<file path="src/fcps_pkg.sv">
/*
  Shared constants and types for the flash sequencer: register offsets,
  field positions, reset values, command bytes, state codes and array
  geometry.
  Assumes a 12-bit register address, 8-bit register data and a 16-bit
  flash byte address.
*/
package fcps_pkg;

  // Register offsets
  localparam logic [11:0] FCPS_CTRL_OFS = 12'hFF8; // State read, command write
  localparam logic [11:0] FCPS_PAGE_OFS = 12'hFF9; // Page select or sector protect
  localparam logic [11:0] FCPS_CFG_OFS = 12'hFFA;  // Size select and reject flag

  // Field positions
  localparam int FCPS_INFO_BIT = 7;     // Info area enable in page select
  localparam int FCPS_CFG_SIZE_BIT = 0; // 1 selects the 8 KB array
  localparam int FCPS_CFG_REJ_BIT = 1;  // Sticky reject flag, write 1 to clear
  localparam int FCPS_PAGE_LSB = 9;     // Page number sits above a 512-byte offset
  localparam int FCPS_SECT_LSB_4K = 9;  // 512-byte sectors
  localparam int FCPS_SECT_LSB_8K = 10; // 1024-byte sectors
  localparam int FCPS_SECT_W = 3;       // Eight sectors
  localparam int FCPS_NUM_SECT = 8;

  // Reset values
  localparam logic [7:0] FCPS_PAGE_RST = 8'h00;
  localparam logic [7:0] FCPS_PROT_RST = 8'h00;
  localparam logic FCPS_SIZE_RST = 1'b0;

  // Command bytes; the values are a free choice of this block
  localparam logic [7:0] FCPS_CMD_UNLOCK1 = 8'h73;
  localparam logic [7:0] FCPS_CMD_UNLOCK2 = 8'h8C;
  localparam logic [7:0] FCPS_CMD_PAGE_ERASE = 8'h95;
  localparam logic [7:0] FCPS_CMD_MASS_ERASE = 8'h63;
  localparam logic [7:0] FCPS_CMD_SECT_PROT = 8'h5E;

  // Six-bit state codes shown in the state register
  localparam logic [5:0] FCPS_CODE_LOCKED = 6'h00;
  localparam logic [5:0] FCPS_CODE_FIRST = 6'h01;
  localparam logic [5:0] FCPS_CODE_SECOND = 6'h02;
  localparam logic [5:0] FCPS_CODE_UNLOCKED = 6'h03;
  localparam logic [5:0] FCPS_CODE_PROT = 6'h04;
  localparam logic [5:0] FCPS_CODE_PROG = 6'h08;
  localparam logic [5:0] FCPS_CODE_PAGE = 6'h10;
  localparam logic [5:0] FCPS_CODE_MASS = 6'h20;

  // Walk limits, one byte per clock
  localparam logic [12:0] FCPS_PAGE_LAST = 13'h01FF;   // 512 bytes
  localparam logic [12:0] FCPS_MASS_LAST_4K = 13'h0FFF; // 4096 bytes
  localparam logic [12:0] FCPS_MASS_LAST_8K = 13'h1FFF; // 8192 bytes
  localparam logic [7:0] FCPS_ERASED = 8'hFF;

  typedef enum logic [2:0] {
    FCPS_ST_LOCKED,
    FCPS_ST_FIRST,
    FCPS_ST_SECOND,
    FCPS_ST_UNLOCKED,
    FCPS_ST_PROT_SEL,
    FCPS_ST_PROG,
    FCPS_ST_PAGE,
    FCPS_ST_MASS
  } fcps_state_t;

endpackage

</file>
<file path="src/fcps_sect_guard.sv">
/*
  Sector guard: tells whether a flash byte address lies outside the array
  or inside a protected sector.
  Assumes the protect mask and size select are stable register outputs.
*/
module fcps_sect_guard (
  input wire logic [15:0] addr,
  input wire logic size_8k,
  input wire logic [7:0] prot,
  output logic blocked
);

  logic [2:0] sect_idx; // Sector holding the address
  logic in_range;       // Address lies inside the fitted array
  logic [7:0] hit;      // One bit per protected sector that matches

  // Sector n starts at n times the sector size
  assign sect_idx = size_8k ? addr[fcps_pkg::FCPS_SECT_LSB_8K +: fcps_pkg::FCPS_SECT_W]
                            : addr[fcps_pkg::FCPS_SECT_LSB_4K +: fcps_pkg::FCPS_SECT_W]; // RQ3
  assign in_range = size_8k ? (addr[15:13] == 3'h0) : (addr[15:12] == 4'h0); // RQ3

  // Each sector compares its own index and its own protect bit
  genvar gi;
  generate
    for (gi = 0; gi < fcps_pkg::FCPS_NUM_SECT; gi++) begin : g_sect
      assign hit[gi] = (sect_idx == 3'(gi)) && prot[gi]; // RQ2
    end
  endgenerate

  assign blocked = (|hit) || !in_range; // RQ12

endmodule

</file>
<file path="src/fcps_flash_ctrl.sv">
/*
  Flash sequencer: unlock sequence, sector protection, page and mass erase
  walks, byte programming from the processor or the debugger, and the
  state, page select and configuration registers.
  Assumes a single-cycle register port with read data one cycle later, and
  a flash array that writes fl_wdata to fl_addr on every clock with fl_we.
*/
// What this block does
// [RQ1] Page of 512 bytes is smallest erase
// [RQ2] Eight sectors, each separately program-erase protected
// [RQ3] 4 KB or 8 KB array, sector n at n*size
// [RQ4] Processor or debugger may program in circuit
// [RQ5] State register readable always, shares command address
// [RQ6] Upper two state bits read as zero
// [RQ7] Codes show unlock progress and protect select
// [RQ8] Running operation kind shows in state code
// [RQ9] Page erase fills selected page with FFH
// [RQ10] Page select hidden while protect access enabled
// [RQ11] Two unlock commands; wrong sequence relocks
// [RQ12] Locked or protected requests leave array untouched
module fcps_flash_ctrl (
  input wire logic clk,
  input wire logic rstn,
  input wire logic [11:0] bus_addr,
  input wire logic [7:0] bus_wdata,
  input wire logic bus_wr,
  input wire logic bus_rd,
  output logic [7:0] bus_rdata,
  input wire logic cpu_prog_req,
  input wire logic [15:0] cpu_prog_addr,
  input wire logic [7:0] cpu_prog_data,
  input wire logic dbg_prog_req,
  input wire logic [15:0] dbg_prog_addr,
  input wire logic [7:0] dbg_prog_data,
  output logic prog_ready,
  output logic [15:0] fl_addr,
  output logic [7:0] fl_wdata,
  output logic fl_we,
  output logic fl_info,
  output logic busy
);

  fcps_pkg::fcps_state_t st_r, st_nxt; // Sequencer state
  logic [12:0] cnt_r;     // Erase walk offset
  logic [7:0] page_r;     // Page select register
  logic [7:0] prot_r;     // Sector protect register, set-only
  logic size_r;           // 1 = 8 KB array
  logic rej_r, rej_nxt;   // Sticky reject flag
  logic [7:0] rdata_r;    // Read data, valid one cycle after the strobe
  logic [15:0] fl_addr_r; // Array address
  logic [7:0] fl_wdata_r; // Array data
  logic fl_we_r;          // Array write strobe
  logic fl_info_r;        // Info area select toward the array
  logic [5:0] code;       // Six-bit state code

  // Register port decode
  logic wr_ctrl, wr_page, wr_cfg, rd_ctrl, rd_page, rd_cfg;
  assign wr_ctrl = bus_wr && (bus_addr == fcps_pkg::FCPS_CTRL_OFS);
  assign wr_page = bus_wr && (bus_addr == fcps_pkg::FCPS_PAGE_OFS);
  assign wr_cfg = bus_wr && (bus_addr == fcps_pkg::FCPS_CFG_OFS);
  assign rd_ctrl = bus_rd && (bus_addr == fcps_pkg::FCPS_CTRL_OFS);
  assign rd_page = bus_rd && (bus_addr == fcps_pkg::FCPS_PAGE_OFS);
  assign rd_cfg = bus_rd && (bus_addr == fcps_pkg::FCPS_CFG_OFS);

  // State groups
  logic in_unl, erasing, prot_sel;
  assign in_unl = (st_r == fcps_pkg::FCPS_ST_SECOND) || (st_r == fcps_pkg::FCPS_ST_UNLOCKED);
  assign erasing = (st_r == fcps_pkg::FCPS_ST_PAGE) || (st_r == fcps_pkg::FCPS_ST_MASS);
  assign prot_sel = (st_r == fcps_pkg::FCPS_ST_PROT_SEL);
  assign busy = erasing || (st_r == fcps_pkg::FCPS_ST_PROG);

  // Program request select; the debugger wins a tie since it halts the core anyway
  logic req_any;
  logic [15:0] req_addr;
  logic [7:0] req_data;
  assign req_any = cpu_prog_req || dbg_prog_req; // RQ4
  assign req_addr = dbg_prog_req ? dbg_prog_addr : cpu_prog_addr; // RQ4
  assign req_data = dbg_prog_req ? dbg_prog_data : cpu_prog_data;

  // Erase geometry
  logic [15:0] page_base, erase_addr;
  logic [12:0] walk_last;
  logic walk_done;
  assign page_base = {page_r[6:0], 9'h000}; // RQ9
  assign walk_last = (st_r == fcps_pkg::FCPS_ST_PAGE) ? fcps_pkg::FCPS_PAGE_LAST
                   : (size_r ? fcps_pkg::FCPS_MASS_LAST_8K : fcps_pkg::FCPS_MASS_LAST_4K); // RQ1
  assign walk_done = (cnt_r == walk_last);
  assign erase_addr = ((st_r == fcps_pkg::FCPS_ST_PAGE) ? page_base : 16'h0000)
                    + {3'h0, cnt_r}; // RQ9

  // Protection checks for the page to erase and the byte to program
  logic page_blocked, req_blocked;
  fcps_sect_guard u_page_guard (
    .addr(page_base),
    .size_8k(size_r),
    .prot(prot_r),
    .blocked(page_blocked)
  );
  fcps_sect_guard u_req_guard (
    .addr(req_addr),
    .size_8k(size_r),
    .prot(prot_r),
    .blocked(req_blocked)
  );

  // Command decode; a command write in the same cycle holds off programming
  logic cmd_page, cmd_mass, page_ok, mass_ok, prog_ok, reject_evt;
  assign cmd_page = wr_ctrl && in_unl && (bus_wdata == fcps_pkg::FCPS_CMD_PAGE_ERASE);
  assign cmd_mass = wr_ctrl && in_unl && (bus_wdata == fcps_pkg::FCPS_CMD_MASS_ERASE);
  assign page_ok = cmd_page && !page_blocked; // RQ2
  assign mass_ok = cmd_mass && (prot_r == 8'h00); // RQ2
  assign prog_ready = (st_r == fcps_pkg::FCPS_ST_UNLOCKED) && !wr_ctrl; // RQ12
  assign prog_ok = req_any && prog_ready && !req_blocked; // RQ12
  assign reject_evt = (req_any && !prog_ok) || (cmd_page && page_blocked)
                    || (cmd_mass && (prot_r != 8'h00)); // RQ12

  // Next state
  always_comb begin
    st_nxt = st_r;
    case (st_r)
      fcps_pkg::FCPS_ST_LOCKED: begin
        if (wr_ctrl && (bus_wdata == fcps_pkg::FCPS_CMD_UNLOCK1)) begin
          st_nxt = fcps_pkg::FCPS_ST_FIRST; // RQ7
        end else if (wr_ctrl && (bus_wdata == fcps_pkg::FCPS_CMD_SECT_PROT)) begin
          st_nxt = fcps_pkg::FCPS_ST_PROT_SEL; // RQ7
        end
      end
      fcps_pkg::FCPS_ST_FIRST: begin
        // Any other write between the two unlock commands breaks the sequence
        if (wr_ctrl && (bus_wdata == fcps_pkg::FCPS_CMD_UNLOCK2)) begin
          st_nxt = fcps_pkg::FCPS_ST_SECOND; // RQ11
        end else if (bus_wr) begin
          st_nxt = fcps_pkg::FCPS_ST_LOCKED; // RQ11
        end
      end
      fcps_pkg::FCPS_ST_SECOND, fcps_pkg::FCPS_ST_UNLOCKED: begin
        if (page_ok) begin
          st_nxt = fcps_pkg::FCPS_ST_PAGE;
        end else if (mass_ok) begin
          st_nxt = fcps_pkg::FCPS_ST_MASS;
        end else if (wr_ctrl) begin
          st_nxt = fcps_pkg::FCPS_ST_LOCKED; // RQ11
        end else if (prog_ok) begin
          st_nxt = fcps_pkg::FCPS_ST_PROG;
        end else begin
          st_nxt = fcps_pkg::FCPS_ST_UNLOCKED;
        end
      end
      fcps_pkg::FCPS_ST_PROT_SEL: begin
        if (wr_ctrl) begin
          st_nxt = fcps_pkg::FCPS_ST_LOCKED;
        end
      end
      fcps_pkg::FCPS_ST_PROG: begin
        st_nxt = fcps_pkg::FCPS_ST_UNLOCKED;
      end
      fcps_pkg::FCPS_ST_PAGE, fcps_pkg::FCPS_ST_MASS: begin
        // Erase relocks so a stray write cannot start a second one
        if (walk_done) begin
          st_nxt = fcps_pkg::FCPS_ST_LOCKED;
        end
      end
      default: begin
        st_nxt = fcps_pkg::FCPS_ST_LOCKED;
      end
    endcase
  end

  // State code; low bits during an operation are left at zero
  always_comb begin
    case (st_r)
      fcps_pkg::FCPS_ST_LOCKED: code = fcps_pkg::FCPS_CODE_LOCKED;
      fcps_pkg::FCPS_ST_FIRST: code = fcps_pkg::FCPS_CODE_FIRST; // RQ7
      fcps_pkg::FCPS_ST_SECOND: code = fcps_pkg::FCPS_CODE_SECOND; // RQ7
      fcps_pkg::FCPS_ST_UNLOCKED: code = fcps_pkg::FCPS_CODE_UNLOCKED;
      fcps_pkg::FCPS_ST_PROT_SEL: code = fcps_pkg::FCPS_CODE_PROT; // RQ7
      fcps_pkg::FCPS_ST_PROG: code = fcps_pkg::FCPS_CODE_PROG; // RQ8
      fcps_pkg::FCPS_ST_PAGE: code = fcps_pkg::FCPS_CODE_PAGE; // RQ8
      fcps_pkg::FCPS_ST_MASS: code = fcps_pkg::FCPS_CODE_MASS; // RQ8
      default: code = fcps_pkg::FCPS_CODE_LOCKED;
    endcase
  end

  // Read mux; the shared address shows protect bits only in protect mode
  logic [7:0] rd_mux;
  assign rd_mux = rd_ctrl ? {2'b00, code} // RQ5 RQ6
                : rd_page ? (prot_sel ? prot_r : page_r) // RQ10
                : rd_cfg ? {6'h00, rej_r, size_r}
                : 8'h00;

  // Reject flag: a new event beats a clear in the same cycle
  assign rej_nxt = reject_evt || (rej_r && !(wr_cfg && bus_wdata[fcps_pkg::FCPS_CFG_REJ_BIT]));

  // Sequencer state and walk counter
  always_ff @(posedge clk) begin
    if (!rstn) begin
      st_r <= fcps_pkg::FCPS_ST_LOCKED;
      cnt_r <= 13'h0000;
    end else begin
      st_r <= st_nxt;
      cnt_r <= (erasing && !walk_done) ? cnt_r + 13'h0001 : 13'h0000; // RQ1
    end
  end

  // Software registers
  always_ff @(posedge clk) begin
    if (!rstn) begin
      page_r <= fcps_pkg::FCPS_PAGE_RST;
      prot_r <= fcps_pkg::FCPS_PROT_RST;
      size_r <= fcps_pkg::FCPS_SIZE_RST;
      rej_r <= 1'b0;
    end else begin
      // Page select frozen while protect access is on or an erase walks it
      if (wr_page && !prot_sel && !erasing) begin
        page_r <= bus_wdata; // RQ10
      end
      // Protection can only be added; reset is the only way to drop it
      if (wr_page && prot_sel) begin
        prot_r <= prot_r | bus_wdata; // RQ2 RQ10
      end
      if (wr_cfg && !busy) begin
        size_r <= bus_wdata[fcps_pkg::FCPS_CFG_SIZE_BIT]; // RQ3
      end
      rej_r <= rej_nxt;
    end
  end

  // Read data register, zero when nothing is read
  always_ff @(posedge clk) begin
    if (!rstn) begin
      rdata_r <= 8'h00;
    end else begin
      rdata_r <= rd_mux; // RQ5
    end
  end

  // Array port: one byte per clock, erase bytes first, else an accepted program
  always_ff @(posedge clk) begin
    if (!rstn) begin
      fl_we_r <= 1'b0;
      fl_addr_r <= 16'h0000;
      fl_wdata_r <= 8'h00;
      fl_info_r <= 1'b0;
    end else begin
      fl_info_r <= page_r[fcps_pkg::FCPS_INFO_BIT];
      fl_we_r <= erasing || prog_ok; // RQ12
      if (erasing) begin
        fl_addr_r <= erase_addr; // RQ9
        fl_wdata_r <= fcps_pkg::FCPS_ERASED; // RQ9
      end else if (prog_ok) begin
        fl_addr_r <= req_addr; // RQ4
        fl_wdata_r <= req_data;
      end
    end
  end

  assign bus_rdata = rdata_r;
  assign fl_addr = fl_addr_r;
  assign fl_wdata = fl_wdata_r;
  assign fl_we = fl_we_r;
  assign fl_info = fl_info_r;

  // Helper for assertions: sector index of the address on the array port
  logic [2:0] fl_sect;
  assign fl_sect = size_r ? fl_addr_r[fcps_pkg::FCPS_SECT_LSB_8K +: fcps_pkg::FCPS_SECT_W]
                          : fl_addr_r[fcps_pkg::FCPS_SECT_LSB_4K +: fcps_pkg::FCPS_SECT_W];

  property p_page_len;
    @(posedge clk) disable iff (!rstn)
      $rose(st_r == fcps_pkg::FCPS_ST_PAGE) |->
        ##[511:511] (st_r == fcps_pkg::FCPS_ST_PAGE) ##1 (st_r != fcps_pkg::FCPS_ST_PAGE);
  endproperty
  a_page_len: assert property (p_page_len) else $error("page erase not 512 bytes"); // RQ1

  property p_prot_write;
    @(posedge clk) disable iff (!rstn)
      fl_we_r |-> !prot_r[fl_sect];
  endproperty
  a_prot_write: assert property (p_prot_write) else $error("write in protected sector"); // RQ2

  property p_range;
    @(posedge clk) disable iff (!rstn)
      fl_we_r |-> (size_r ? (fl_addr_r < 16'h2000) : (fl_addr_r < 16'h1000));
  endproperty
  a_range: assert property (p_range) else $error("write beyond array size"); // RQ3

  property p_dbg_prog;
    @(posedge clk) disable iff (!rstn)
      (dbg_prog_req && prog_ok) |=> fl_we_r && (fl_addr_r == $past(dbg_prog_addr))
        && (fl_wdata_r == $past(dbg_prog_data));
  endproperty
  a_dbg_prog: assert property (p_dbg_prog) else $error("debugger byte not written"); // RQ4

  property p_state_read;
    @(posedge clk) disable iff (!rstn)
      rd_ctrl |=> (bus_rdata[5:0] == $past(code));
  endproperty
  a_state_read: assert property (p_state_read) else $error("state read wrong"); // RQ5

  property p_reserved;
    @(posedge clk) disable iff (!rstn)
      $past(rd_ctrl) |-> (bus_rdata[7:6] == 2'b00);
  endproperty
  a_reserved: assert property (p_reserved) else $error("reserved bits not zero"); // RQ6

  property p_first_code;
    @(posedge clk) disable iff (!rstn)
      ((st_r == fcps_pkg::FCPS_ST_LOCKED) && wr_ctrl && (bus_wdata == fcps_pkg::FCPS_CMD_UNLOCK1))
        |=> (code == 6'h01);
  endproperty
  a_first_code: assert property (p_first_code) else $error("first unlock code wrong"); // RQ7

  property p_prot_code;
    @(posedge clk) disable iff (!rstn)
      ((st_r == fcps_pkg::FCPS_ST_LOCKED) && wr_ctrl && (bus_wdata == fcps_pkg::FCPS_CMD_SECT_PROT))
        |=> (code == 6'h04);
  endproperty
  a_prot_code: assert property (p_prot_code) else $error("protect select code wrong"); // RQ7

  property p_kind;
    @(posedge clk) disable iff (!rstn)
      busy |-> ((st_r == fcps_pkg::FCPS_ST_PROG) && (code[5:3] == 3'b001))
        || ((st_r == fcps_pkg::FCPS_ST_PAGE) && (code[5:3] == 3'b010))
        || ((st_r == fcps_pkg::FCPS_ST_MASS) && (code[5:3] == 3'b100));
  endproperty
  a_kind: assert property (p_kind) else $error("operation kind code wrong"); // RQ8

  property p_erase_fill;
    @(posedge clk) disable iff (!rstn)
      ($past(st_r) == fcps_pkg::FCPS_ST_PAGE) |-> fl_we_r && (fl_wdata_r == 8'hFF)
        && (fl_addr_r[15:9] == $past(page_r[6:0]));
  endproperty
  a_erase_fill: assert property (p_erase_fill) else $error("page erase byte wrong"); // RQ9

  property p_page_hidden;
    @(posedge clk) disable iff (!rstn)
      (prot_sel && wr_page) |=> $stable(page_r);
  endproperty
  a_page_hidden: assert property (p_page_hidden) else $error("page select changed"); // RQ10

  property p_bad_seq;
    @(posedge clk) disable iff (!rstn)
      ((st_r == fcps_pkg::FCPS_ST_FIRST) && wr_ctrl && (bus_wdata != fcps_pkg::FCPS_CMD_UNLOCK2))
        |=> (st_r == fcps_pkg::FCPS_ST_LOCKED) ##1 !fl_we_r;
  endproperty
  a_bad_seq: assert property (p_bad_seq) else $error("bad unlock did not relock"); // RQ11

  property p_locked_quiet;
    @(posedge clk) disable iff (!rstn)
      ((st_r == fcps_pkg::FCPS_ST_LOCKED) && ($past(st_r) == fcps_pkg::FCPS_ST_LOCKED)) |-> !fl_we_r;
  endproperty
  a_locked_quiet: assert property (p_locked_quiet) else $error("array written while locked"); // RQ12

endmodule

</file>
<file path="config.mk">
export PLATFORM = sky130hd
export DESIGN_NAME = fcps_flash_ctrl
export DESIGN_NICKNAME = d
export VERILOG_FILES = /design/src/fcps_pkg.sv /design/src/fcps_sect_guard.sv /design/src/fcps_flash_ctrl.sv
export SDC_FILE = /design/constraint.sdc
export NUM_CORES = 1
export LEC_CHECK = 0
export BUFFER_PORTS_ARGS = -buffer_cell sky130_fd_sc_hd__buf_2
export CORE_MARGIN = 8
export CORE_UTILIZATION = 55
export CTS_BUF_LIST = sky130_fd_sc_hd__clkbuf_8
export DETAILED_ROUTE_END_ITERATION = 10
export PLACE_DENSITY = 0.83
export SLEW_MARGIN = 10
export SYNTH_ARGS = -nofsm -noshare
export SYNTH_HDL_FRONTEND = slang
export SYNTH_SLANG_ARGS = --single-unit
</file>
<file path="constraint.sdc">
create_clock -name clk -period 4.7 [get_ports clk]
set_input_delay 0 -clock clk [delete_from_list [all_inputs] [get_ports clk]]
set_output_delay 0 -clock clk [all_outputs]
set_load 0.1 [all_outputs]
</file>
# Word-level counts from Yosys, hierarchy flattened
# Memory sizes are Yosys's and may differ from the RTL's. A register that Yosys moved wholly into a read port is not among the register bits.
# Index checks and enable logic that the tools add are counted.
[totals]
register_bits = 68
romBits = 48
word_cells = 162
mem_count = 1
[memory_table]
columns = ["memory", "words", "word_bits", "read_ports", "rd_clocked_by_memory_dff", "write_ports", "line_no", "rtl"]
rows = [
  ["(no name shown)", 8, 6, 1, 1, 0, "fcps_flash_ctrl.sv:171", "case (st_r)"],
]
[op_classes]
n_addsub = 2
n_eq_ne = 34
mux = 30
n_bitwise = 2
n_reduce_logical = 81
[ops]
columns = ["cell", "n"]
rows = [
  ["$mux 16", 4],
  ["$logic_and 1x1->1", 43],
  ["$mux 3", 14],
  ["$mux 8", 5],
  ["$eq 12x12->1 const B", 3],
  ["$eq 3x3->1 const B", 12],
  ["$mux 13", 2],
  ["$eq 8x7->1 const B", 3],
  ["$eq 3x2->1 const B", 6],
  ["$pmux 3 s6", 1],
  ["$add 16x13->16", 1],
  ["$eq 8x8->1 const B", 2],
  ["$reduce_or 8->1", 2],
  ["$logic_not 3->1", 5],
  ["$add 13x1->13 const B", 1],
  ["$eq 13x13->1", 1],
  ["$logic_not 1->1", 11],
  ["$logic_or 1x1->1", 10],
  ["$eq 3x1->1 const B", 3],
  ["$logic_not 4->1", 2],
  ["$logic_not 8->1", 1],
  ["$or 8x8->8", 1],
  ["$reduce_bool 8->1", 1],
  ["$mux 6", 1],
  ["other kinds (9)", 14],
]

# Logic depth before layout (Yosys ltp)
[depth]
depth_word = 15
depth_mapped = 14
mapped_depth_nobuf = 12

# Hierarchy
# A second synthesis with hierarchy kept.
[hier_totals]
hier_cells = 483
area_unflattened_um2 = 4279.1
[modules_own_cells]
columns = ["module", "instances", "cells_each", "area_each_um2"]
rows = [
  ["fcps_flash_ctrl", 1, 437, 3911.3],
  ["fcps_sect_guard", 2, 23, 183.9],
]

# Worst setup path after synthesis
# No wires, ideal clock.
[synth_timing]
path_kind = "register to register"
from = "register st_r[2]"
to = "register, netlist name code[5]"
t_arrival_ps = 2562
setup_slack_ps = 2058
stages_incl_launch_ff = 7
synth_period_minus_slack_ps = 2642
path_cell_list = "dfxtp_1 > clkbuf_1 > inv_1 > nor2_1 > a2bb2oi_1 > a311o_1 > nor3b_1"
[synth_between]
elab_chain_cells = 11
elab_cells_between_ends = 33
cone_classes = "12 x eq/ne; 8 x mux; 13 x reduce/logical"
[synth_lines]
columns = ["element", "line_no", "rtl"]
rows = [
  ["start, declared", "fcps_flash_ctrl.sv:43", "fcps_pkg::fcps_state_t st_r, st_nxt;"],
  ["start signal, assigned", "fcps_flash_ctrl.sv:197", "st_r <= fcps_pkg::FCPS_ST_LOCKED;"],
  ["start signal, assigned", "fcps_flash_ctrl.sv:200", "st_r <= st_nxt;"],
  ["$eq 3x2->1", "fcps_flash_ctrl.sv:67, fcps_flash_ctrl.sv:112, fcps_flash_ctrl.sv:120", ""],
  ["$logic_and 1x1->1", "fcps_flash_ctrl.sv:112", "assign prog_ready = (st_r == fcps_pkg::FCPS_ST_UNLOCKED) && !wr_ctrl;"],
  ["$logic_and 1x1->1 (2 in a row)", "fcps_flash_ctrl.sv:113", "assign prog_ok = req_any && prog_ready && !req_blocked;"],
  ["$mux 3", "fcps_flash_ctrl.sv:143", "end else if (prog_ok) begin"],
  ["$mux 3", "fcps_flash_ctrl.sv:141", "end else if (wr_ctrl) begin"],
  ["$mux 3", "fcps_flash_ctrl.sv:139", "end else if (mass_ok) begin"],
  ["$mux 3", "fcps_flash_ctrl.sv:137", "if (page_ok) begin"],
  ["$pmux 3 s6", "fcps_flash_ctrl.sv:120", "case (st_r)"],
  ["$mux 3 (no source line) * (2 in a row)", "--", ""],
]
# Every way passes the cells marked *; elsewhere a longest branch is shown, timed or not.
# A chain may end at the register's enable or synchronous reset.

# Final worst setup path
[layout_timing]
from = "register size_r"
to = "register, netlist name code[4]"
[layout_between]
elab_chain_cells = 14
elab_cells_between_ends = 58
cone_classes = "16 x eq/ne; 13 x mux; 29 x reduce/logical"
[layout_lines]
columns = ["element", "line_no", "rtl"]
rows = [
  ["start, declared", "fcps_flash_ctrl.sv:47", "logic size_r;"],
  ["start signal, assigned", "fcps_flash_ctrl.sv:210", "size_r <= fcps_pkg::FCPS_SIZE_RST;"],
  ["start signal, assigned", "fcps_flash_ctrl.sv:222", "size_r <= bus_wdata[fcps_pkg::FCPS_CFG_SIZE_BIT];"],
  ["$mux 3", "fcps_sect_guard.sv:18", "assign sect_idx = size_8k ? addr[fcps_pkg::FCPS_SECT_LSB_8K +: fcps_pkg::FCPS_SECT_W]"],
  ["$eq 3x1->1, or another cell as far along", "fcps_sect_guard.sv:26", "assign hit[gi] = (sect_idx == 3'(gi)) && prot[gi];"],
  ["$logic_and 1x1->1", "fcps_sect_guard.sv:26", ""],
  ["$reduce_or 8->1", "fcps_sect_guard.sv:30", "assign blocked = (|hit) || !in_range;"],
  ["$logic_or 1x1->1", "fcps_sect_guard.sv:30", ""],
  ["$logic_not 1->1", "fcps_flash_ctrl.sv:113", ""],
  ["$logic_and 1x1->1", "fcps_flash_ctrl.sv:113", ""],
  ["$mux 3", "fcps_flash_ctrl.sv:143", ""],
  ["$mux 3", "fcps_flash_ctrl.sv:141", ""],
  ["$mux 3", "fcps_flash_ctrl.sv:139", ""],
  ["$mux 3", "fcps_flash_ctrl.sv:137", ""],
  ["$pmux 3 s6", "fcps_flash_ctrl.sv:120", ""],
  ["$mux 3 (no source line) * (2 in a row)", "--", ""],
]
# Marks and branches as above.

==> impl_metrics.json <==
{
  "synth_edf_count": 0,
  "critPathCaptureType": "flop",
  "die_width_um": 102,
  "yosysMostFrequentCell": "dfxtp_1",
  "clk_pin_slew_ns": 0.08,
  "critPathKind": "flop to flop",
  "root_buffer": "clkbuf_8",
  "grt_pass1_wl_um": 18900,
  "finalSetupViolCount": 0,
  "crit_arrival_ns": 3.27,
  "synth_top_cells_by_count": "74 x dfxtp_1, 71 x nor2_1, 41 x mux2i_1, 26 x nand2_1, 26 x nor3_1",
  "drive_gt1_frac": 0.253,
  "cts_tree": "yes",
  "post-route-util": 0.678,
  "cts-resized-gates": 0,
  "violations": "negative hold slack",
  "setup_tns_ns": 0,
  "max-cap-violations": 0,
  "finalCritPeriodShare": 0.640,
  "cp_max_fo": 44,
  "die_area_um2": 10500,
  "slew_viol_final": 0,
  "synth.largest_area_cell": "dfxtp_1",
  "synth.area.top_cells": "dfxtp_1 36%, mux2i_1 10%, nor2_1 6.5%",
  "status": "finished with violations",
  "maxSlewHeadroom": 0.298,
  "cts_buffers": 9,
  "wl_per_cell_um": 18.1,
  "htree_levels": 3,
  "rsz0062_at_grt": "false",
  "synth_area_um2": 4100,
  "cts.sinks": 74,
  "first_iter_violations": 314,
  "postCtsSetupRepairBufs": 0,
  "vdd_ir_drop_max_mv": 0.187,
  "antenna_found_initial": 0,
  "first_global_vias": 3860,
  "synth_top_area_frac": 0.361,
  "grt_max_degree": 45,
  "overflow": 0,
  "syn_inst": 474,
  "coreArea_um2": 7250,
  "synth_nets": 554,
  "portBuffers": 109,
  "viasPerCell": 5.93,
  "async_flop_share": 0,
  "seq_area_frac_synth": 0.361,
  "hold_viol": 2,
  "vias": 4001,
  "fmax_mhz": 333,
  "syn_avg_cell_area_um2": 8.65,
  "worst_pin_slew_ns": 1.05,
  "finalInstanceArea_um2": 4920,
  "place.gp.congestion": 0.960,
  "syn_to_final_growth_pct": 19.9,
  "required_ns": 4.97,
  "dp_hpwl_um": 9000,
  "num_antenna_cells": 0,
  "synth-seq-cells": 74,
  "hold_slack_ns": -0.000431,
  "worstHoldPathType": "input port to flop",
  "initial_core_util": 0.565,
  "synth_cell_type_count": 67,
  "firstDrtPassIters": 5,
  "grt.total_usage": 0.230,
  "rows": 31,
  "drc_errors": 0,
  "drt-total-wl_um": 12200,
  "yosys_warnings": 0,
  "ant_nets": 0,
  "clk_path_buf_depth": 2,
  "power_mw": 1.22,
  "num_io_pins": 110,
  "die_height_um": 102,
  "dpl_cell_area_um2": 4650,
  "worstSkewPairLatency_ns": 0.35,
  "period_minus_slack_ns": 3.01,
  "clock_skew_ns": 0.00896,
  "start_kind": "flop",
  "p_per_area_nw_per_um2": 249,
  "nets": 651,
  "leakagePower_nw": 2.12,
  "ys.flop_type": "dfxtp_1"
}
[per-stage QoR]
| step | worst slack (ns) | hold WS [ns] | std cells |
|---|---|---|---|
| floorplan | 2.06 | 0.141 | 474 |
| global placement | 1.62 | 0.286 | 652 |
| detailed placement | 1.47 | 0.292 | 652 |
| CTS | 1.69 | 0.000649 | 675 |
| global route | 1.40 | 0.00208 | 675 |
| finish | 1.69 | -0.000431 | 675 |
[registers in the layout, summed over array words and instances (netlist names)]
signal     count
st_r           3
size_r         1
code           6
page_r         8
bus_rdata      8
fl_info        1
prot_r         8
fl_addr       16
fl_we          1
cnt_r         13
fl_wdata       8
rej_r          1
[report_power, final]
part / internal (mW) / switching [mW]
clock network: 0.259 / 0.245
logic: 0.0450 / 0.0482
registers: 0.627 / 0.000603
total: 0.931 / 0.293
[area by class of cell]
cell class / count / area (um^2)
clock inverters: 6 / 63.8
clock buffers: 10 / 138
fillers: 586 / 2340
repair buffers: 118 / 631
multi-input cells: 355 / 2430
well taps: 99 / 124
inverters: 13 / 48.8
flip-flops and latches: 74 / 1480
[routing by layer]
metal	vias to the layer above	GRT usage	part of all wire
li1	1930	-	-
met1	1911	0.270	0.39
met2	134	0.405	0.53
met3	26	0.0477	0.061
met4	0	0.0734	0.017
met5	-	0	0
[critical path, cell delays in order (launching register included)]
cell,delay [ns]
dfxtp_1,0.74
nor2b_1,0.22
mux2i_1,0.09
a32oi_1,0.35
o211ai_4,0.16
nor2_4,0.82
o31ai_2,0.28
nor3b_1,0.27
[path summary, 6_finish.rpt]
kind | from | endpoint | slack [ns] | depth (start not counted)
max reg2reg | size_r | code[4] | 1.69 | 7
min | cpu_prog_data[6] | fl_wdata[6] | -0.0004 | 3
min reg2reg | code[5] | bus_rdata[5] | 0.48 | 2
max | size_r | code[4] | 1.69 | 7
[layout by cell type, fill, tap and decap left out, types with 8 or more instances in the layout]
cell / instances
xnor2_1: 8
xor2_1: 9
nand3_1: 11
a21oi_1: 22
clkbuf_8: 10
inv_1: 13
nand2_1: 26
mux2i_1: 41
dfxtp_1: 74
a311oi_1: 9
nor2b_1: 8
buf_2: 109
a211oi_1: 8
nor3_1: 26
nor2_1: 71
[logic make-up (layout without fill, tap and decap cells)]
group           after synthesis  in the layout  share of synthesized area
mux                          46             46                      0.118
flops                        74             74                      0.361
fa+ha+maj                     6              6                     0.0201
buf+inv                      45            147                     0.0458
simple gates                202            202                      0.254
compound gates               84             84                      0.164
xor+xnor                     17             17                     0.0363
[timing repair]
item / 4_1_cts / 5_1_grt
hold buffers: 7 / 0
endpoints found under the setup margin: 0 / 0
endpoints found under the hold margin: 13 / 0
Note: power is estimated with default switching activity, not from simulation.
